**src/shared/ppfw_pkg.sv**
```systemverilog
/*
 Constants, register map and field layout of the port pin function block.
 Assumes an AXI4-Lite master on core_clk and package pins outside.
*/
// Overview of operation
// - Pins: input or push-pull output, pull-up
// - Port A bit 5 open-drain only
// - Wake-up gated by digital-input-enable bit
// - Line zero interrupts on both edges
// - Port A bit 5: reset or wavegen two
// - A3 timer two, A0 comparator output
// - B7 timer three or wavegen one
// - A0 wavegen zero, A3 wavegen two
// - Comparator inputs routed from A3, B7, A4
// - A0 comparator output besides I/O, interrupt
package ppfw_pkg;
   // ----------------------------------------------------------------
   // Register byte offsets
   // ----------------------------------------------------------------
   localparam logic [7:0] OFS_PA_DATA = 8'h00;
   localparam logic [7:0] OFS_PA_DIR = 8'h04;
   localparam logic [7:0] OFS_PA_PULL = 8'h08;
   localparam logic [7:0] OFS_PA_DIE = 8'h0c;
   localparam logic [7:0] OFS_PB_DATA = 8'h10;
   localparam logic [7:0] OFS_PB_DIR = 8'h14;
   localparam logic [7:0] OFS_PB_PULL = 8'h18;
   localparam logic [7:0] OFS_PB_DIE = 8'h1c;
   localparam logic [7:0] OFS_PA_IN = 8'h20;
   localparam logic [7:0] OFS_PB_IN = 8'h24;
   localparam logic [7:0] OFS_ALT = 8'h28;
   localparam logic [7:0] OFS_IRQ_STAT = 8'h2c;
   localparam logic [7:0] OFS_IRQ_MASK = 8'h30;
   localparam logic [7:0] OFS_CMP_SEL = 8'h34;
   localparam logic [7:0] OFS_WAKE_EN = 8'h38;
   // ----------------------------------------------------------------
   // Alternate function enable bits
   // ----------------------------------------------------------------
   localparam int ALT_XTAL = 0;
   localparam int ALT_RESET = 1;
   localparam int ALT_A5_WG2 = 2;
   localparam int ALT_A3_WG2 = 3;
   localparam int ALT_A3_TM2 = 4;
   localparam int ALT_A0_CMP = 5;
   localparam int ALT_A0_WG0 = 6;
   localparam int ALT_B7_TM3 = 7;
   localparam int ALT_B7_WG1 = 8;
   localparam int ALT_W = 9;
   // ----------------------------------------------------------------
   // Status bits, pin indices, comparator sources
   // ----------------------------------------------------------------
   localparam int ST_EDGE = 0;
   localparam int ST_WAKE = 1;
   localparam int ST_W = 2;
   localparam int PIN_0 = 0;
   localparam int PIN_3 = 3;
   localparam int PIN_4 = 4;
   localparam int PIN_5 = 5;
   localparam int PIN_7 = 7;
   localparam logic [2:0] CMP_SRC_ONE = 3'h1;
   localparam logic [2:0] CMP_SRC_THREE = 3'h3;
   localparam logic [2:0] CMP_SRC_FOUR = 3'h4;
   localparam logic [7:0] DIE_RESET = 8'hff;
   localparam logic [1:0] RESP_OKAY = 2'h0;
   localparam logic [1:0] RESP_SLVERR = 2'h2;
endpackage

```
**src/logic/ppfw_sync.sv**
```systemverilog
/*
 Two-flop synchroniser for a vector of pin levels.
 Assumes the inputs are asynchronous to clk.
*/
`timescale 1ns/1ps
`default_nettype none
module ppfw_sync #(parameter int W = 8) (
   input wire logic clk,
   input wire logic reset_n,
   input wire logic [W-1:0] async_in,
   output logic [W-1:0] sync_out
);
   logic [W-1:0] stage_reg;
   always_ff @(posedge clk or negedge reset_n) begin
      if (!reset_n) begin
         stage_reg <= '0;
         sync_out <= '0;
      end else begin
         stage_reg <= async_in;
         sync_out <= stage_reg;
      end
   end
endmodule // ppfw_sync
`default_nettype wire

```
**src/logic/ppfw_pin.sv**
```systemverilog
/*
 One pad's output stage: direction, pull-up, open-drain and alternate drive.
 Assumes the alternate select is already resolved by priority.
*/
`timescale 1ns/1ps
`default_nettype none
module ppfw_pin #(parameter bit OPEN_DRAIN = 1'b0) (
   input wire logic clk,
   input wire logic reset_n,
   input wire logic out_dir,
   input wire logic out_data,
   input wire logic pull_en,
   input wire logic alt_sel,
   input wire logic alt_data,
   input wire logic hold_off,
   output logic pad_out,
   output logic pad_oe,
   output logic pad_pull
);
   logic val;
   logic drive;
   always_comb begin
      val = alt_sel ? alt_data : out_data;
      drive = !hold_off && (alt_sel || out_dir);
   end
   always_ff @(posedge clk or negedge reset_n) begin
      if (!reset_n) begin
         pad_out <= 1'b0;
         pad_oe <= 1'b0;
         pad_pull <= 1'b0;
      end else if (OPEN_DRAIN) begin
         pad_out <= 1'b0;
         pad_oe <= drive && !val;
         pad_pull <= pull_en && !hold_off;
      end else begin
         pad_out <= val;
         pad_oe <= drive;
         pad_pull <= pull_en && !hold_off;
      end
   end
endmodule // ppfw_pin
`default_nettype wire

```
**src/logic/ppfw_top.sv**
```systemverilog
/*
 Port A/B pin function block with AXI4-Lite register slave.
 Assumes pins arrive asynchronous; peripherals run on core_clk.
*/
`timescale 1ns/1ps
`default_nettype none
module ppfw_top (
   input wire logic core_clk,
   input wire logic reset_n,
   input wire logic [7:0] s_axi_awaddr,
   input wire logic s_axi_awvalid,
   output logic s_axi_awready,
   input wire logic [31:0] s_axi_wdata,
   input wire logic [3:0] s_axi_wstrb,
   input wire logic s_axi_wvalid,
   output logic s_axi_wready,
   output logic [1:0] s_axi_bresp,
   output logic s_axi_bvalid,
   input wire logic s_axi_bready,
   input wire logic [7:0] s_axi_araddr,
   input wire logic s_axi_arvalid,
   output logic s_axi_arready,
   output logic [31:0] s_axi_rdata,
   output logic [1:0] s_axi_rresp,
   output logic s_axi_rvalid,
   input wire logic s_axi_rready,
   input wire logic [7:0] pa_pad_in,
   output logic [7:0] pa_pad_out,
   output logic [7:0] pa_pad_oe,
   output logic [7:0] pa_pad_pull,
   input wire logic [7:0] pb_pad_in,
   output logic [7:0] pb_pad_out,
   output logic [7:0] pb_pad_oe,
   output logic [7:0] pb_pad_pull,
   input wire logic sleeping,
   input wire logic timer_two_wave_out,
   input wire logic timer_three_wave_out,
   input wire logic wavegen_zero_out,
   input wire logic wavegen_one_out,
   input wire logic wavegen_two_out,
   input wire logic comparator_result_out,
   output logic comparator_pos_in,
   output logic comparator_neg_in,
   output logic external_reset_in_n,
   output logic xtal_in_pin,
   output logic xtal_out_pin,
   output logic ext_irq_line_zero,
   output logic wake_up,
   output logic irq
);
   // ----------------------------------------------------------------
   // Registers
   // ----------------------------------------------------------------
   logic [7:0] pa_data_reg, pa_dir_reg, pa_pull_reg, pa_die_reg;
   logic [7:0] pb_data_reg, pb_dir_reg, pb_pull_reg, pb_die_reg;
   logic [ppfw_pkg::ALT_W-1:0] alt_reg;
   logic [ppfw_pkg::ST_W-1:0] stat_reg, mask_reg;
   logic [2:0] cmp_sel_reg;
   logic [7:0] pa_wake_reg, pb_wake_reg;
   logic [7:0] pa_sync, pb_sync, pa_last_reg, pb_last_reg;
   logic a0_prev_reg;
   // ----------------------------------------------------------------
   // Input synchronisers
   // ----------------------------------------------------------------
   ppfw_sync #(.W(8)) u_sync_a (
      .clk(core_clk),
      .reset_n(reset_n),
      .async_in(pa_pad_in),
      .sync_out(pa_sync)
   );
   ppfw_sync #(.W(8)) u_sync_b (
      .clk(core_clk),
      .reset_n(reset_n),
      .async_in(pb_pad_in),
      .sync_out(pb_sync)
   );
   // ----------------------------------------------------------------
   // Alternate output selection with fixed priority
   // ----------------------------------------------------------------
   logic [7:0] pa_alt_sel, pa_alt_val, pb_alt_sel, pb_alt_val, pa_hold;
   always_comb begin
      pa_alt_sel = '0;
      pa_alt_val = '0;
      pb_alt_sel = '0;
      pb_alt_val = '0;
      pa_hold = '0;
      // Port A bit 5: reset role wins and releases the pad
      if (alt_reg[ppfw_pkg::ALT_RESET]) begin
         pa_hold[ppfw_pkg::PIN_5] = 1'b1;
      end else if (alt_reg[ppfw_pkg::ALT_A5_WG2]) begin
         pa_alt_sel[ppfw_pkg::PIN_5] = 1'b1;
         pa_alt_val[ppfw_pkg::PIN_5] = wavegen_two_out;
      end
      // Crystal pins are never driven digitally
      if (alt_reg[ppfw_pkg::ALT_XTAL]) begin
         pa_hold[7:6] = 2'h3;
      end
      // Port A bit 3: wavegen two over timer two
      if (alt_reg[ppfw_pkg::ALT_A3_WG2]) begin
         pa_alt_sel[ppfw_pkg::PIN_3] = 1'b1;
         pa_alt_val[ppfw_pkg::PIN_3] = wavegen_two_out;
      end else if (alt_reg[ppfw_pkg::ALT_A3_TM2]) begin
         pa_alt_sel[ppfw_pkg::PIN_3] = 1'b1;
         pa_alt_val[ppfw_pkg::PIN_3] = timer_two_wave_out;
      end
      // Port A bit 0: comparator over wavegen zero
      if (alt_reg[ppfw_pkg::ALT_A0_CMP]) begin
         pa_alt_sel[ppfw_pkg::PIN_0] = 1'b1;
         pa_alt_val[ppfw_pkg::PIN_0] = comparator_result_out;
      end else if (alt_reg[ppfw_pkg::ALT_A0_WG0]) begin
         pa_alt_sel[ppfw_pkg::PIN_0] = 1'b1;
         pa_alt_val[ppfw_pkg::PIN_0] = wavegen_zero_out;
      end
      // Port B bit 7: wavegen one over timer three
      if (alt_reg[ppfw_pkg::ALT_B7_WG1]) begin
         pb_alt_sel[ppfw_pkg::PIN_7] = 1'b1;
         pb_alt_val[ppfw_pkg::PIN_7] = wavegen_one_out;
      end else if (alt_reg[ppfw_pkg::ALT_B7_TM3]) begin
         pb_alt_sel[ppfw_pkg::PIN_7] = 1'b1;
         pb_alt_val[ppfw_pkg::PIN_7] = timer_three_wave_out;
      end
   end
   // ----------------------------------------------------------------
   // Pad stages
   // ----------------------------------------------------------------
   genvar gi;
   generate
      for (gi = 0; gi < 8; gi++) begin : g_pad
         ppfw_pin #(.OPEN_DRAIN(gi == ppfw_pkg::PIN_5)) u_pa (
            .clk(core_clk),
            .reset_n(reset_n),
            .out_dir(pa_dir_reg[gi]),
            .out_data(pa_data_reg[gi]),
            .pull_en(pa_pull_reg[gi]),
            .alt_sel(pa_alt_sel[gi]),
            .alt_data(pa_alt_val[gi]),
            .hold_off(pa_hold[gi]),
            .pad_out(pa_pad_out[gi]),
            .pad_oe(pa_pad_oe[gi]),
            .pad_pull(pa_pad_pull[gi])
         );
         ppfw_pin #(.OPEN_DRAIN(1'b0)) u_pb (
            .clk(core_clk),
            .reset_n(reset_n),
            .out_dir(pb_dir_reg[gi]),
            .out_data(pb_data_reg[gi]),
            .pull_en(pb_pull_reg[gi]),
            .alt_sel(pb_alt_sel[gi]),
            .alt_data(pb_alt_val[gi]),
            .hold_off(1'b0),
            .pad_out(pb_pad_out[gi]),
            .pad_oe(pb_pad_oe[gi]),
            .pad_pull(pb_pad_pull[gi])
         );
      end
   endgenerate
   // ----------------------------------------------------------------
   // Gated digital inputs, wake-up and edge interrupt
   // ----------------------------------------------------------------
   logic [7:0] pa_in_g, pb_in_g;
   logic wake_hit, edge_hit;
   always_comb begin
      pa_in_g = pa_sync & pa_die_reg;
      pb_in_g = pb_sync & pb_die_reg;
      wake_hit = sleeping && (|((pa_in_g ^ pa_last_reg) & pa_wake_reg & pa_die_reg)
         || |((pb_in_g ^ pb_last_reg) & pb_wake_reg & pb_die_reg));
      edge_hit = pa_in_g[ppfw_pkg::PIN_0] ^ a0_prev_reg;
   end
   always_ff @(posedge core_clk or negedge reset_n) begin
      if (!reset_n) begin
         pa_last_reg <= '0;
         pb_last_reg <= '0;
         a0_prev_reg <= 1'b0;
      end else begin
         pa_last_reg <= pa_in_g;
         pb_last_reg <= pb_in_g;
         a0_prev_reg <= pa_in_g[ppfw_pkg::PIN_0];
      end
   end
   // ----------------------------------------------------------------
   // Side outputs to peripherals
   // ----------------------------------------------------------------
   always_ff @(posedge core_clk or negedge reset_n) begin
      if (!reset_n) begin
         comparator_pos_in <= 1'b0;
         comparator_neg_in <= 1'b0;
         external_reset_in_n <= 1'b1;
         xtal_in_pin <= 1'b0;
         xtal_out_pin <= 1'b0;
         ext_irq_line_zero <= 1'b0;
         wake_up <= 1'b0;
         irq <= 1'b0;
      end else begin
         comparator_pos_in <= pa_sync[ppfw_pkg::PIN_4];
         unique case (cmp_sel_reg)
            ppfw_pkg::CMP_SRC_ONE: comparator_neg_in <= pa_sync[ppfw_pkg::PIN_3];
            ppfw_pkg::CMP_SRC_THREE: comparator_neg_in <= pb_sync[ppfw_pkg::PIN_7];
            ppfw_pkg::CMP_SRC_FOUR: comparator_neg_in <= pa_sync[ppfw_pkg::PIN_4];
            default: comparator_neg_in <= 1'b0;
         endcase
         external_reset_in_n <= !alt_reg[ppfw_pkg::ALT_RESET]
            || pa_sync[ppfw_pkg::PIN_5];
         // Crystal pins bypass the input enable; it is software's to clear
         xtal_in_pin <= alt_reg[ppfw_pkg::ALT_XTAL] && pa_sync[ppfw_pkg::PIN_7];
         xtal_out_pin <= alt_reg[ppfw_pkg::ALT_XTAL] && pa_sync[6];
         ext_irq_line_zero <= edge_hit;
         wake_up <= wake_hit;
         irq <= |(stat_reg & mask_reg);
      end
   end
   // ----------------------------------------------------------------
   // AXI4-Lite write channel
   // ----------------------------------------------------------------
   logic aw_held_reg, w_held_reg, wstrb_lo_reg;
   logic [7:0] awaddr_reg;
   logic [31:0] wdata_reg;
   logic do_write, write_ok;
   always_comb begin
      do_write = aw_held_reg && w_held_reg && !s_axi_bvalid;
      unique case (awaddr_reg)
         ppfw_pkg::OFS_PA_DATA, ppfw_pkg::OFS_PA_DIR, ppfw_pkg::OFS_PA_PULL,
         ppfw_pkg::OFS_PA_DIE, ppfw_pkg::OFS_PB_DATA, ppfw_pkg::OFS_PB_DIR,
         ppfw_pkg::OFS_PB_PULL, ppfw_pkg::OFS_PB_DIE, ppfw_pkg::OFS_ALT,
         ppfw_pkg::OFS_IRQ_STAT, ppfw_pkg::OFS_IRQ_MASK, ppfw_pkg::OFS_CMP_SEL,
         ppfw_pkg::OFS_WAKE_EN: write_ok = 1'b1;
         default: write_ok = 1'b0;
      endcase
   end
   always_ff @(posedge core_clk or negedge reset_n) begin
      if (!reset_n) begin
         aw_held_reg <= 1'b0;
         w_held_reg <= 1'b0;
         awaddr_reg <= '0;
         wdata_reg <= '0;
         wstrb_lo_reg <= 1'b0;
         s_axi_awready <= 1'b0;
         s_axi_wready <= 1'b0;
         s_axi_bvalid <= 1'b0;
         s_axi_bresp <= ppfw_pkg::RESP_OKAY;
      end else begin
         s_axi_awready <= !aw_held_reg && !s_axi_awready && s_axi_awvalid;
         s_axi_wready <= !w_held_reg && !s_axi_wready && s_axi_wvalid;
         if (s_axi_awvalid && s_axi_awready) begin
            aw_held_reg <= 1'b1;
            awaddr_reg <= s_axi_awaddr;
         end
         if (s_axi_wvalid && s_axi_wready) begin
            w_held_reg <= 1'b1;
            wdata_reg <= s_axi_wdata;
            wstrb_lo_reg <= s_axi_wstrb[0];
         end
         if (do_write) begin
            s_axi_bvalid <= 1'b1;
            s_axi_bresp <= write_ok ? ppfw_pkg::RESP_OKAY : ppfw_pkg::RESP_SLVERR;
         end else if (s_axi_bvalid && s_axi_bready) begin
            s_axi_bvalid <= 1'b0;
            aw_held_reg <= 1'b0;
            w_held_reg <= 1'b0;
         end
      end
   end
   // ----------------------------------------------------------------
   // Register storage
   // ----------------------------------------------------------------
   always_ff @(posedge core_clk or negedge reset_n) begin
      if (!reset_n) begin
         pa_data_reg <= '0;
         pa_dir_reg <= '0;
         pa_pull_reg <= '0;
         pa_die_reg <= ppfw_pkg::DIE_RESET;
         pb_data_reg <= '0;
         pb_dir_reg <= '0;
         pb_pull_reg <= '0;
         pb_die_reg <= ppfw_pkg::DIE_RESET;
         alt_reg <= '0;
         mask_reg <= '0;
         cmp_sel_reg <= '0;
         pa_wake_reg <= '0;
         pb_wake_reg <= '0;
      end else if (do_write && wstrb_lo_reg) begin
         unique case (awaddr_reg)
            ppfw_pkg::OFS_PA_DATA: pa_data_reg <= wdata_reg[7:0];
            ppfw_pkg::OFS_PA_DIR: pa_dir_reg <= wdata_reg[7:0];
            ppfw_pkg::OFS_PA_PULL: pa_pull_reg <= wdata_reg[7:0];
            ppfw_pkg::OFS_PA_DIE: pa_die_reg <= wdata_reg[7:0];
            ppfw_pkg::OFS_PB_DATA: pb_data_reg <= wdata_reg[7:0];
            ppfw_pkg::OFS_PB_DIR: pb_dir_reg <= wdata_reg[7:0];
            ppfw_pkg::OFS_PB_PULL: pb_pull_reg <= wdata_reg[7:0];
            ppfw_pkg::OFS_PB_DIE: pb_die_reg <= wdata_reg[7:0];
            ppfw_pkg::OFS_ALT: alt_reg <= wdata_reg[ppfw_pkg::ALT_W-1:0];
            ppfw_pkg::OFS_IRQ_MASK: mask_reg <= wdata_reg[ppfw_pkg::ST_W-1:0];
            ppfw_pkg::OFS_CMP_SEL: cmp_sel_reg <= wdata_reg[2:0];
            ppfw_pkg::OFS_WAKE_EN: begin
               pa_wake_reg <= wdata_reg[7:0];
               pb_wake_reg <= wdata_reg[15:8];
            end
            default: ;
         endcase
      end
   end
   // ----------------------------------------------------------------
   // Sticky status, set wins over clear
   // ----------------------------------------------------------------
   logic [ppfw_pkg::ST_W-1:0] stat_set, stat_clr;
   always_comb begin
      stat_set = '0;
      stat_set[ppfw_pkg::ST_EDGE] = edge_hit;
      stat_set[ppfw_pkg::ST_WAKE] = wake_hit;
      stat_clr = '0;
      if (do_write && wstrb_lo_reg && awaddr_reg == ppfw_pkg::OFS_IRQ_STAT) begin
         stat_clr = wdata_reg[ppfw_pkg::ST_W-1:0];
      end
   end
   always_ff @(posedge core_clk or negedge reset_n) begin
      if (!reset_n) begin
         stat_reg <= '0;
      end else begin
         stat_reg <= (stat_reg & ~stat_clr) | stat_set;
      end
   end
   // ----------------------------------------------------------------
   // AXI4-Lite read channel
   // ----------------------------------------------------------------
   logic [31:0] rd_val;
   logic rd_ok;
   always_comb begin
      rd_val = '0;
      rd_ok = 1'b1;
      unique case (s_axi_araddr)
         ppfw_pkg::OFS_PA_DATA: rd_val[7:0] = pa_data_reg;
         ppfw_pkg::OFS_PA_DIR: rd_val[7:0] = pa_dir_reg;
         ppfw_pkg::OFS_PA_PULL: rd_val[7:0] = pa_pull_reg;
         ppfw_pkg::OFS_PA_DIE: rd_val[7:0] = pa_die_reg;
         ppfw_pkg::OFS_PB_DATA: rd_val[7:0] = pb_data_reg;
         ppfw_pkg::OFS_PB_DIR: rd_val[7:0] = pb_dir_reg;
         ppfw_pkg::OFS_PB_PULL: rd_val[7:0] = pb_pull_reg;
         ppfw_pkg::OFS_PB_DIE: rd_val[7:0] = pb_die_reg;
         ppfw_pkg::OFS_PA_IN: rd_val[7:0] = pa_in_g;
         ppfw_pkg::OFS_PB_IN: rd_val[7:0] = pb_in_g;
         ppfw_pkg::OFS_ALT: rd_val[ppfw_pkg::ALT_W-1:0] = alt_reg;
         ppfw_pkg::OFS_IRQ_STAT: rd_val[ppfw_pkg::ST_W-1:0] = stat_reg;
         ppfw_pkg::OFS_IRQ_MASK: rd_val[ppfw_pkg::ST_W-1:0] = mask_reg;
         ppfw_pkg::OFS_CMP_SEL: rd_val[2:0] = cmp_sel_reg;
         ppfw_pkg::OFS_WAKE_EN: rd_val[15:0] = {pb_wake_reg, pa_wake_reg};
         default: rd_ok = 1'b0;
      endcase
   end
   always_ff @(posedge core_clk or negedge reset_n) begin
      if (!reset_n) begin
         s_axi_arready <= 1'b0;
         s_axi_rvalid <= 1'b0;
         s_axi_rdata <= '0;
         s_axi_rresp <= ppfw_pkg::RESP_OKAY;
      end else begin
         s_axi_arready <= s_axi_arvalid && !s_axi_arready && !s_axi_rvalid;
         if (s_axi_arvalid && s_axi_arready) begin
            s_axi_rvalid <= 1'b1;
            s_axi_rdata <= rd_val;
            s_axi_rresp <= rd_ok ? ppfw_pkg::RESP_OKAY : ppfw_pkg::RESP_SLVERR;
         end else if (s_axi_rvalid && s_axi_rready) begin
            s_axi_rvalid <= 1'b0;
         end
      end
   end
endmodule // ppfw_top
`default_nettype wire

```
**config.mk**
```make
export PLATFORM = sky130hd
export DESIGN_NAME = ppfw_top
export DESIGN_NICKNAME = d
export VERILOG_FILES = /design/src/shared/ppfw_pkg.sv /design/src/logic/ppfw_sync.sv /design/src/logic/ppfw_pin.sv /design/src/logic/ppfw_top.sv
export SDC_FILE = /design/constraint.sdc
export NUM_CORES = 1
export LEC_CHECK = 0
export BUFFER_PORTS_ARGS = -buffer_cell sky130_fd_sc_hd__clkbuf_2
export CAP_MARGIN = 10
export CELL_PAD_IN_SITES_DETAIL_PLACEMENT = 0
export CELL_PAD_IN_SITES_GLOBAL_PLACEMENT = 2
export CORE_UTILIZATION = 38
export DETAILED_ROUTE_END_ITERATION = 8
export PLACE_DENSITY = 0.79
export SLEW_MARGIN = 20
export SYNTH_ARGS = -nofsm -noshare
export SYNTH_HDL_FRONTEND = slang
export SYNTH_HIERARCHICAL = 1
export SYNTH_SLANG_ARGS = --single-unit
```
**constraint.sdc**
```tcl
create_clock -name core_clk -period 2.5 [get_ports core_clk]
set_clock_uncertainty 0.15 [all_clocks]
set_input_delay 0.25 -clock core_clk [delete_from_list [all_inputs] [get_ports core_clk]]
set_output_delay 0.25 -clock core_clk [all_outputs]
set_load 0.01 [all_outputs]
```
-- Word-level counts from Yosys, hierarchy flattened
Memory sizes are Yosys's and may differ from the RTL's.
Cells that the tools add are included.
- register bits after elaboration: 252
- memory bits (read-only): 64
- bits of input ports: 82
- output and inout port bits: 97
- word-level logic and storage cells: 239
- memories: 1
- memory list (name ; words ; bits a word ; read ports ; clocked after memory_dff ; wr ports ; RTL line ; RTL):
    (name not given) ; 64 ; 1 ; 1 ; 0 ; 0 ; ppfw_top.sv:220 ; unique case (awaddr_reg)
- equal/unequal tests: 29
- mux-type cells: 43
- bitwise logic cells: 13
- reductions and logical operators: 64
- operator list (cell ; number):
    equality test 8 x 6 -> 1 bit (second input constant) ; 12
    equality test 8 x 5 -> 1 bit (second input constant) ; 8
    case mux 5 bit (12 select lines) ; 1
    AND 8 bit ; 6
    2-to-1 mux 1 bit ; 33
    equality test 8 x 4 -> 1 bit (second input constant) ; 4
    case mux 2 bit (15 select lines) ; 1
    logical AND 1 bit ; 25
    AND reduction 2 bit ; 12
    equality test 8 x 3 -> 1 bit (second input constant) ; 2
    zero test 8 bit ; 2
    OR reduction 8 bit ; 2
    XOR 8 bit ; 2
    OR reduction 15 bit ; 1
    case mux 1 bit (13 select lines) ; 1
    zero test 1 bit ; 12
    2-to-1 mux 2 bit ; 4
    2-to-1 mux 7 bit ; 1
    logical OR 1 bit ; 6
    AND 2 bit ; 2
    nonzero test 2 bit ; 2
    equality test 3 x 1 -> 1 bit (second input constant) ; 1
    equality test 3 x 2 -> 1 bit (second input constant) ; 1
    equality test 3 bit (second input constant) ; 1
    7 further kinds ; 7

-- Depth between registers and ports, before layout
Gate-level depths: netlist (run 1).
- word-level depth: 8
- depth in mapped cells: 8
- depth with buffers taken out: 5

-- Cells and area by module
The synthesis (run 1) kept the hierarchy.
- by module, submodules not included (module ; times used ; cells an instance ; area each (sq um) ; seq. area each (sq um)):
    ppfw_top ; 1 ; 630 ; 7921.3 ; 4275.4
    ppfw_pin at g_pad[0].u_pa ... ; 15 ; 6 ; 106.4 ; 75.1
    ppfw_sync ; 2 ; 16 ; 400.4 ; 400.4
    ppfw_pin at g_pad[5].u_pa ; 1 ; 8 ; 92.6 ; 50.0

-- Least setup slack after synthesis (run 1)
No wires, ideal clock.
- path kind: reg2reg
- from: register s_axi_bvalid
- to: register pb_data_reg[0]
- library setup time: 0.125 ns
- arrival time: 1.837 ns
- data required time: 2.225 ns
- path slack: 0.388 ns
- stages on the path, launching flop included: 6
- path buffers: 0
- clock period less this slack: 2.112 ns
- cells stage by stage: dfrtp_1 and3b_1 nand3_1 or3_4 nor2_2 mux2_2
- word-level cells in the longest chain between the ends: 4
- ends and longest elaborated chain (element ; RTL line ; RTL):
    start: declaration ; ppfw_top.sv:18 ; output logic s_axi_bvalid,
    start signal: assignment ; ppfw_top.sv:238 ; s_axi_bvalid <= 1'b0;
    start signal: assignment ; ppfw_top.sv:253 ; s_axi_bvalid <= 1'b1;
    start signal: assignment ; ppfw_top.sv:256 ; s_axi_bvalid <= 1'b0;
    zero test 1 bit ; ppfw_top.sv:219 ; do_write = aw_held_reg && w_held_reg && !s_axi_bvalid;
    logical AND 1 bit ; ppfw_top.sv:219 ;
    logical AND 1 bit ; ppfw_top.sv:280 ; end else if (do_write && wstrb_lo_reg) begin
    AND reduction 2 bit (no line) ; -- ;
    end signal: assignment ; ppfw_top.sv:286 ; ppfw_pkg::OFS_PB_DATA: pb_data_reg <= wdata_reg[7:0];
    end: declaration ; ppfw_top.sv:55 ; logic [7:0] pb_data_reg, pb_dir_reg, pb_pull_reg, pb_die_reg;
No other way between the ends.
A chain may end at the register's enable or synchronous reset.

-- Worst setup path in the final report (run 1)
- from: register awaddr_reg[1]
- to: register alt_reg[2] in the netlist's numbering
- word-level cells in the longest chain between the ends: 2
- ends and longest elaborated chain (element ; RTL line ; RTL):
    start: declaration ; ppfw_top.sv:215 ; logic [7:0] awaddr_reg;
    start signal: assignment ; ppfw_top.sv:245 ; awaddr_reg <= s_axi_awaddr;
    equality test 8 x 6 -> 1 bit ; ppfw_top.sv:281 ; unique case (awaddr_reg)
    AND reduction 2 bit (no line) ; -- ;
    end signal: assignment ; ppfw_top.sv:290 ; ppfw_pkg::OFS_ALT: alt_reg <= wdata_reg[ppfw_pkg::ALT_W-1:0];
    end: declaration ; ppfw_top.sv:56 ; logic [ppfw_pkg::ALT_W-1:0] alt_reg;
No other way between the ends.

==> metrics.md, run 1 <==
| Metric | Value |
|---|---|
| Die area | `between 20000 and 30000 um2` |
| Unique masters post-synth | `69` |
| MaxCap Viol Count | `0` |
| Tmin final | `about 2.2 ns` |
| Fin. Hold Viols | `0` |
| Most numerous cell in the Yosys netlist | `dfrtp_1` |
| Post-Route WL | `between 20 and 30 mm` |
| Core area | `~27000 um2` |
| Vias in the first global route | `between 6000 and 7000` |
| TritonCTS clock tree | `built` |
| HPWL Detailed | `19.1 mm` |
| HP Start | `timer_two_wave_out` |
| Routed vias/inst | `4.91` |
| Critical Path AT | `2.48 ns` |
| Fmax | `0.449 GHz` |
| Chip Height | `168 um` |
| Cell Area, Synth | `approximately 10000 um2` |
| Met3 WL post-DR | `1.05 mm` |
| First-pass GRT wire length | `41.7 mm` |
| Antenna-violating nets left | `0` |
| Final Max Tran Viols | `0` |
| Layout Utilization | `between 40% and 50%` |
| Reg2reg path depth | `6` |
| CP startpoint kind | `flop` |
| Inserted Clock Buffers | `27` |
| Worst hold margin | `0.0103 ns` |
| Max Root-Sink Buffers | `3` |
| Peak VDD IR | `between 0.0004 and 0.0005 V` |
| Largest net degree at the start of global routing | `62` |
| WHS Endpoint | `g_pad[3].u_pa/pad_out$_DFF_PN0_` |
| Seq cells post-synth | `249` |
| Setup TNS | `0 ns` |
| Grt ovf | `0` |
| Buf+Inv Stages, Crit Path | `1` |
| Finished Layout Cells | `about 1400` |
| Htree depth | `1` |
| N_diodes | `0` |
| Fraction of layout instances using a drive strength above 1 | `39.7%` |
| Initial Utilization | `38.7%` |
| Final setup vio count | `0` |
| WL met2 | `12.5 mm` |
| Asr flop ratio synth | `100%` |
| Initial antenna violation count | `0` |
| Peak fanout along the critical path | `9` |
| PD cells | `between 700 and 800 nW/um2` |
| Critical path required time | `2.76 ns` |
| Detailed Routing Iterations Pass 1 | `5` |
| Synthesis Warnings | `6` |
| Placed insts | `1314` |
| Final period utilization | `approximately nine tenths` |
| Placed Area | `12000 um2` |
| Crit end category | `flop` |
| Slew @ Worst Pin | `0.582 ns` |
| Area contributors post-synth | `dfrtp_1, mux2_2, dfstp_2` |
| Relative slew margins | `61.2%` |
| # IOs | `179` |
| GPL Wtd Cong | `roughly 0.87` |
| Number of enable flip-flop cells after synthesis | `0` |
| Post-synthesis sequential area ratio | `60.1%` |
| Status | `completed` |
| Nets | `between 1000 and 1500` |
| RSZ-0062 raised after global routing | `false` |
| Wl on met1 | `12.9 mm` |
| Wire length per cell | `19.0 um` |
| Num rows | `60` |
| R2R Setup Slk | `between 0.2 and 0.3 ns` |
| CP Cell Sequence | `nor4_4 > and3_2 > nand3b_4 > nor3b_1 > buf_4 > mux2_2` |
| Worst Hold Class | `input port to flop` |
| Syn-to-layout area delta | `28.8%` |
| Clock Latency Late Sink | `0.52 ns` |
| Root buffer cell | `clkbuf_16` |
| Number of remaining DRC errors | `0` |
| Cell family with the largest share of critical-path delay | `simple AND/OR/NAND/NOR gates` |
| Commonest cells in the netlist | `dfrtp_1, mux2_2, nand3_1, nand2_1, nor2b_1` |
| FF-to-FF Start | `awaddr_reg[1]$_DFFE_PN0P_` |
| Synthesized area per cell | `13.7 um2` |
| Tot GR Track Use | `19.6%` |
| Reg2reg end | `alt_reg[2]$_DFFE_PN0P_` |
| Syn Inst Count | `760` |
| Number of stages on the worst hold path | `4` |
| Vias post-DR | `a little under 7000` |
| Port bufs | `140` |
| Post-synth top flop | `dfrtp_1` |
| Chip Width | `168 um` |
| Top Layer Used | `met4` |
| Slowest-stage cell, CP | `dfrtp_1` |
| P_leak | `6.57 nW` |
| Share of Yosys cell area claimed by the top area cell type | `55.8%` |
| Postcts setup bufs | `0` |
| Worst path max stage delay | `~0.40 ns` |
| Finished Cell Area | `between 10000 and 15000 um2` |
| CTS clk-pin slew, worst paths | `0.06 ns` |
| WS Path Type | `flop to flop` |
| Cell taking the most area after synthesis | `dfrtp_1` |
| CTS Sinks | `about 250` |
| Detailed Route Iter0 Violations | `318` |
## worst min-delay path: stages
cell,delay (ns)
clkbuf_2,0.08
nand2_1,0.04
o21ai_0,0.14
mux2_4,0.14
## per-stage QoR
step	power (mW)	worst slack [ns]
after floorplan	5.84	0.388
after global placement	6.40	0.297
after detailed placement	6.45	0.285
after CTS	10.5	0.267
after global routing	10.9	0.115
final	10.4	0.272
## logic make-up after synthesis
group                     after synthesis  synth area share, %
DFF                                   249                 60.1
and+or+nand+nor                       180                 10.5
muxes                                 157                 17.6
AOI/OAI and AO/OA                     102                 7.44
buffers and inverters                  53                 2.87
xor gates and xnor gates               17                 1.43
other                                   2               0.0721
## layer usage
layer	vias to the layer above	global-route usage (%)
met5	-	0
li1	3239	-
met3	40	2.39
met4	0	4.95
met2	193	31.1
met1	3481	28.7
## cell usage in the layout (no fill, tap or decap), drive strengths merged, types with 12 or more instances in the layout
master / n
nor2: 14
nor2b: 22
nand3: 36
a22oi: 18
o21ba: 15
a22o: 12
dfrtp: 232
mux2: 144
conb: 81
buf: 45
clkbuf: 180
dlygate4sd3: 53
o21ai: 13
nand2: 30
xor2: 16
dfstp: 17
and2: 20
## where the power goes
part           internal, mW  total [mW]  switching (mW)
Sequential             4.54        5.20           0.660
Clock                  2.42        3.99            1.57
Combinational         0.710        1.25           0.542
## cell type report
class                      instances  area [um2]
tap                              341         427
sequential                       249        6250
multi-input combinational        537        4160
timing repair buffer             237        1660
clock inverter                     7        92.6
inverter                           3        11.3
fill                            2472       13500
clock buffer                      41         808
## what timing repair did
| action | 4_1_cts | 5_1_grt |
|---|---|---|
| hold buffers | 53 | 0 |
| setup endpoints to repair | 0 | 0 |
| resized for setup | 0 | 0 |
| hold endpoints to repair | 286 | 0 |
## how the worst max path moves through the flow
stage | from | cells after the start | slack, ns | end
6_report | awaddr_reg[1]$_DFFE_PN0P_ | 6 | 0.27 | alt_reg[2]$_DFFE_PN0P_
2_1_floorplan | s_axi_bvalid$_DFFE_PN0P_ | 5 | 0.39 | pb_data_reg[0]$_DFFE_PN0P_
4_1_cts | awaddr_reg[1]$_DFFE_PN0P_ | 6 | 0.27 | alt_reg[2]$_DFFE_PN0P_
3_3_place_gp | awaddr_reg[1]$_DFFE_PN0P_ | 6 | 0.30 | pa_data_reg[6]$_DFFE_PN0P_
3_5_place_dp | awaddr_reg[1]$_DFFE_PN0P_ | 6 | 0.29 | alt_reg[6]$_DFFE_PN0P_
5_1_grt | s_axi_bvalid$_DFFE_PN0P_ | 6 | 0.11 | alt_reg[2]$_DFFE_PN0P_
Power figures use the tool's default switching activity.
==> run 2: changes to the inputs <==
Settings changed: CELL_PAD_IN_SITES_DETAIL_PLACEMENT 0 to not set, CELL_PAD_IN_SITES_GLOBAL_PLACEMENT 2 to not set, CORE_UTILIZATION 38 to 56, PLACE_DENSITY 0.79 to 0.8.
==> run 2 against run 1 <==
  * The run now ends with DRC left
  * Clock-buffer cell count unchanged
  * Final cell count shrank 8.6%
  * Critical path depth stayed put
  * Flip-flop and latch count did not move
  * Setup slack got worse by 0.021 ns
  * Clock power down 4%
  * Global-route usage increased by 8.8 points
  * Final area is 1.8% lower
  * Die area fell by 32%
  * Critical path type unchanged
  * Critical endpoint is now alt_reg[3]$_DFFE_PN0P_
==> metrics.md, run 2 (synthesized netlist as in run 1, its figures left out) <==
| Metric | Value |
|---|---|
| TritonCTS clock tree | `built` |
| Post-Route WL | `26.2 mm (-2.8%)` |
| Critical Path AT | `2.50 ns (+0.02 ns)` |
| Pre-CTS setup slack | `0.254 ns (-0.0312 ns)` |
| Initial Utilization | `57.6% (+19 points)` |
| Root buffer cell | `clkbuf_16` |
| Leading cell type in the layout, fill and taps excluded | `dfrtp_1` |
| Largest net degree at the start of global routing | `62 (unchanged)` |
| Tot GR Track Use | `28.4% (+8.8 points)` |
| Area occupied by multi-input gates | `4160 um2 (unchanged)` |
| Fraction of layout instances using a drive strength above 1 | `38.9% (-0.79 points)` |
| Crit end category | `flop` |
| Initial antenna violation count | `0 (unchanged)` |
| Wire length per cell | `20.2 um (+6.3%)` |
| Finished Cell Area | `13200 um2 (-1.8%)` |
| Peak VDD IR | `0.000832 V (+79%)` |
| Antenna-violating nets left | `0 (unchanged)` |
| Routed vias/inst | `5.53 (+13%)` |
| GPL Wtd Cong | `0.924 (+5.9%)` |
| WS Path Type | `flop to flop` |
| Critical path required time | `2.75 ns (about the same)` |
| Placed Area | `11800 um2 (-1.7%)` |
| Placed insts | `1194 (-9.1%)` |
| Grt ovf | `0 (unchanged)` |
| Fin. Hold Viols | `0 (unchanged)` |
| Worst path max stage delay | `0.41 ns (about the same)` |
| Vias in the first global route | `7379 (+5.9%)` |
| Fill cells | `1198 (-52%)` |
| Inserted Clock Buffers | `26 (-3.7%)` |
| CP startpoint kind | `flop` |
| Final WS setup | `0.251 ns (-0.0206 ns)` |
| Slowest-stage cell, CP | `dfrtp_1` |
| CP Cell Sequence | `nor4_4 > and3_2 > nand3b_4 > nor3b_1 > buf_4 > mux2_2` |
| CTS Sinks | `249 (unchanged)` |
| Chip Width | `138 um (-17%)` |
| Postcts setup bufs | `0 (unchanged)` |
| Worst Hold Class | `input port to flop` |
| R2R Setup Slk | `0.25 ns (-0.02 ns)` |
| Htree depth | `1 (unchanged)` |
| Slew @ Worst Pin | `0.555 ns (-0.0269 ns)` |
| Setup TNS | `0 ns (unchanged)` |
| Relative slew margins | `62.9% (+1.7 points)` |
| Tmin final | `2.25 ns (+0.0206 ns)` |
| P_leak | `6.51 nW (-0.81%)` |
| Chip Height | `138 um (-17%)` |
| HPWL Detailed | `17.8 mm (-6.9%)` |
| RSZ-0062 raised after global routing | `false` |
| Finished Layout Cells | `1294 (-8.6%)` |
| Vias post-DR | `7156 (+2.9%)` |
| PD cells | `781 nW/um2 (+0.33%)` |
| Syn-to-layout area delta | `26.5%` |
| N_diodes | `0 (unchanged)` |
| Detailed Routing Iterations Pass 1 | `7 (+2)` |
| CTS clk-pin slew, worst paths | `0.06 ns (about the same)` |
| Final period utilization | `90.0% (+0.82 points)` |
| Detailed Route Iter0 Violations | `619 (+95%)` |
| First-pass GRT wire length | `41.3 mm (-0.86%)` |
| MaxCap Viol Count | `0 (unchanged)` |
| Post-CTS Hold Buffers | `53 (unchanged)` |
| Nets | `1128 (-0.79%)` |
| Num rows | `49 (-18%)` |
| Final setup vio count | `0 (unchanged)` |
| Die area | `19100 um2 (-32%)` |
| Most frequent cells in the layout | `dfrtp_1, clkbuf_2, mux2_2` |
| Port bufs | `140 (unchanged)` |
| Core area | `18100 um2 (-33%)` |
| Reg area | `6250 um2 (unchanged)` |
| Number of remaining DRC errors | `18 (+18)` |
| Max Root-Sink Buffers | `3 (unchanged)` |
| # IOs | `179 (unchanged)` |
| Peak fanout along the critical path | `9 (unchanged)` |
| Status | `finished with violations` |
| Fmax | `0.445 GHz (-0.92%)` |
| CTS resizes | `0 (unchanged)` |
| Clock Latency Late Sink | `0.53 ns (about the same)` |
| Final Max Tran Viols | `0 (unchanged)` |
| Failing checks | `DRC` |
## run 2: changes by cell type in the layout (fill, tap and decap cells not counted), sizes merged
cell      previous run  this run
clkinvlp             3         1
clkinv               2         3
buf                 45        37
## run 2: power by group
group / switching [mW] / internal [mW]
logic: 0.557 / 0.707
clock network: 1.51 / 2.31
registers: 0.668 / 4.54
total: 2.74 / 7.55
## run 2: final timing paths
check | startpoint | end | cells past startpoint
min in group asynchronous | reset_n | g_pad[6].u_pb/pad_pull$_DFF_PN0_ | 2
max in group asynchronous | reset_n | external_reset_in_n$_DFF_PN1_ | 3
min | timer_two_wave_out | g_pad[3].u_pa/pad_out$_DFF_PN0_ | 4
max reg2reg | awaddr_reg[1]$_DFFE_PN0P_ | alt_reg[3]$_DFFE_PN0P_ | 6
max | awaddr_reg[1]$_DFFE_PN0P_ | alt_reg[3]$_DFFE_PN0P_ | 6
min reg2reg | u_sync_a/stage_reg[6]$_DFF_PN0_ | u_sync_a/sync_out[6]$_DFF_PN0_ | 0
## run 2: layer usage
layer	vias up	part of all wire [%]	global-route usage, %
met1	3592	42	37.4
met2	298	48	46.4
met3	56	7.1	6.72
met4	0	2.9	9.82
li1	3210	-	-
met5	-	0	0
## run 2: cell type report
| cell class | instances | share of cell area, % |
|---|---|---|
| well taps | 229 | 2.18 |
| repair buffers | 229 | 12.1 |
| clock inverters | 6 | 0.712 |
| flip-flops and latches | 249 | 47.5 |
| inverters | 3 | 0.0855 |
| multi-input cells | 537 | 31.6 |
| clock buffers | 41 | 5.82 |
## run 2: through the flow
step,util (%),hold WS (ns),power (mW)
finish,72.8,0.00909,10.3
detailed placement,65.1,0.0856,6.41
floorplan,-,-0.196,5.84
CTS,72.8,0.00547,10.3
global route,72.8,0.0347,10.7
global placement,65.1,0.0832,6.33
## run 2: worst max-delay path: cells and delay by family, from the launching register on
family	cells	cell delay, ns
simple gates	4	0.93
buf+inv	1	0.27
flops	1	0.41
mux	1	0.36
==> run 3: changes to the inputs <==
Settings changed: CTS_BUF_LIST set to sky130_fd_sc_hd__clkbuf_4 sky130_fd_sc_hd__clkbuf_8 sky130_fd_sc_hd__clkbuf_16.
==> run 3 against run 2 <==
  * Highest routed layer unchanged
  * Fmax shrank 1.5%
  * Final cell count is the same
  * The flow still finishes with violations (DRC)
  * Die area is the same
==> metrics.md, run 3 (synthesized netlist as in run 1, its figures left out) <==
| Metric | Value |
|---|---|
| Cell family with the largest share of critical-path delay | `simple AND/OR/NAND/NOR gates` |
| R2R Setup Slk | `0.22 ns (-0.03 ns)` |
| Slew @ Worst Pin | `0.547 ns (-0.00818 ns)` |
| Number of remaining DRC errors | `18 (unchanged)` |
| Status | `finished with violations` |
| CP startpoint kind | `flop` |
| # IOs | `179 (unchanged)` |
| Reg2reg end | `alt_reg[3]$_DFFE_PN0P_` |
| Fraction of layout instances using a drive strength above 1 | `39.7% (+0.85 points)` |
| CP Cell Sequence | `and3b_1 > and3_2 > nand3b_4 > nor3b_1 > buf_4 > mux2_2` |
| MaxCap Viol Count | `0 (unchanged)` |
| Final period utilization | `91.4% (+1.4 points)` |
| Routed vias/inst | `5.54 (+0.15%)` |
| First-pass GRT wire length | `41.5 mm (+0.37%)` |
| Relative slew margins | `63.0% (+0.12 points)` |
| Fmax | `0.438 GHz (-1.5%)` |
| TritonCTS clock tree | `built` |
| Antenna-violating nets left | `0 (unchanged)` |
| Clock Latency Late Sink | `0.53 ns (about the same)` |
| Nets | `1128 (unchanged)` |
| Die area | `19100 um2 (unchanged)` |
| Reg2reg path depth | `6 (unchanged)` |
| Vias in the first global route | `7361 (-0.24%)` |
| FF-to-FF Start | `s_axi_bvalid$_DFFE_PN0P_` |
| CTS clk-pin slew, worst paths | `0.06 ns (about the same)` |
| Detailed Routing Iterations Pass 1 | `7 (unchanged)` |
| HPWL Detailed | `17.8 mm (unchanged)` |
| Worst Hold Class | `input port to flop` |
| Tmin final | `2.28 ns (+0.0349 ns)` |
| Most frequent cells in the layout | `dfrtp_1, clkbuf_2, mux2_2` |
| Crit end category | `flop` |
| Critical Path AT | `2.54 ns (+0.04 ns)` |
| Number of stages on the worst hold path | `4 (unchanged)` |
| Num rows | `49 (unchanged)` |
| Failing checks | `DRC` |
| Core area | `18100 um2 (unchanged)` |
| PD cells | `789 nW/um2 (+0.99%)` |
| Post-Route WL | `26.4 mm (+0.72%)` |
| Port bufs | `140 (unchanged)` |
| Leading cell type in the layout, fill and taps excluded | `dfrtp_1` |
| Crit path to | `alt_reg[3]$_DFFE_PN0P_` |
| Setup TNS | `0 ns (unchanged)` |
| Chip Width | `138 um (unchanged)` |
| Peak VDD IR | `0.000840 V (+0.98%)` |
| Slowest-stage cell, CP | `dfrtp_1` |
| Worst path max stage delay | `0.44 ns (+0.03 ns)` |
| CTS Sinks | `249 (unchanged)` |
| GPL Wtd Cong | `0.924 (unchanged)` |
| Peak fanout along the critical path | `9 (unchanged)` |
| Chip Height | `138 um (unchanged)` |
| Fin. Hold Viols | `0 (unchanged)` |
| Root buffer cell | `clkbuf_16` |
| Initial antenna violation count | `0 (unchanged)` |
| Htree depth | `1 (unchanged)` |
| RSZ-0062 raised after global routing | `false` |
| WP depth | `6 (unchanged)` |
| Critical path required time | `2.75 ns (about the same)` |
| Largest net degree at the start of global routing | `62 (unchanged)` |
| N_diodes | `0 (unchanged)` |
| Vias post-DR | `7167 (+0.15%)` |
| Syn-to-layout area delta | `26.9%` |
| P_leak | `6.54 nW (+0.47%)` |
| Wire length per cell | `20.4 um (+0.72%)` |
| Detailed Route Iter0 Violations | `569 (-8.1%)` |
| Grt ovf | `0 (unchanged)` |
| Buf+Inv Stages, Crit Path | `1 (unchanged)` |
| Final setup vio count | `0 (unchanged)` |
| CP Launch Point | `s_axi_bvalid$_DFFE_PN0P_` |
| Inserted Clock Buffers | `26 (unchanged)` |
| Final Max Tran Viols | `0 (unchanged)` |
| Initial Utilization | `57.6% (unchanged)` |
| Layout Utilization | `73.0% (+0.19 points)` |
| Tot GR Track Use | `28.5% (+0.099 points)` |
| WS Path Type | `flop to flop` |
| Max Root-Sink Buffers | `3 (unchanged)` |
==> run 3: changes by cell type in the layout (fill, tap and decap cells not counted) <==
cell      previous run  this run
clkbuf_4             0         9
clkbuf_1             9         0
==> run 3: report_power, final <==
group	internal [mW]	total, mW	switching [mW]	leakage (nW)
registers	4.54	5.21	0.675	3.24
clock network	2.41	3.93	1.52	0.448
logic	0.707	1.28	0.571	2.86
==> run 3: tightest hold or removal path, cell delays in order <==
cell and delay, ns:
clkbuf_2 0.08, nand2_1 0.04, o21ai_0 0.14, mux2_4 0.14
==> run 3: how the worst min path moves through the flow <==
stage,to,start
6_report,g_pad[3].u_pa/pad_out$_DFF_PN0_,timer_two_wave_out
5_1_grt,g_pad[0].u_pa/pad_out$_DFF_PN0_,wavegen_zero_out
4_1_cts,g_pad[3].u_pa/pad_out$_DFF_PN0_,timer_two_wave_out
3_5_place_dp,g_pad[6].u_pb/pad_pull$_DFF_PN0_,reset_n
3_3_place_gp,g_pad[6].u_pb/pad_out$_DFF_PN0_,reset_n
2_1_floorplan,alt_reg[0]$_DFFE_PN0P_,reset_n
==> run 3: what timing repair did <==
| item | 4_1_cts | 5_1_grt |
|---|---|---|
| hold endpoints to repair | 262 | 0 |
| buffers inserted | 0 | 0 |
| hold buffers | 53 | 0 |
| gates resized for setup | 0 | 0 |
==> run 3: layer usage <==
metal  GRT usage [%]  vias to the layer above  share of wire (%)
met1            37.6                     3596                 41
met4            9.76                        0                2.9
met5               0                        -                  0
met3            6.55                       53                7.7
met2            46.8                      309                 48
li1                -                     3209                  -
==> run 3: final cells by class <==
class	instances	area [um2]
sequential	249	6250
fill	1186	4880
multi-input combinational	537	4160
timing repair buffer	229	1600
clock buffer	41	801
tap	229	287
clock inverter	6	93.8
inverter	3	11.3
==> run 3: stage by stage <==
step | worst slack [ns] | hold WS, ns | instance area (um2) | cells | total power [mW]
floorplan | 0.388 | -0.196 | 10700 | 839 | 5.84
global route | 0.121 | 0.0348 | 13200 | 1294 | 10.8
global placement | 0.296 | 0.0832 | 11800 | 1194 | 6.33
finish | 0.216 | 0.00713 | 13200 | 1294 | 10.4
CTS | 0.246 | 0.00483 | 13200 | 1294 | 10.4
detailed placement | 0.254 | 0.0856 | 11800 | 1194 | 6.41
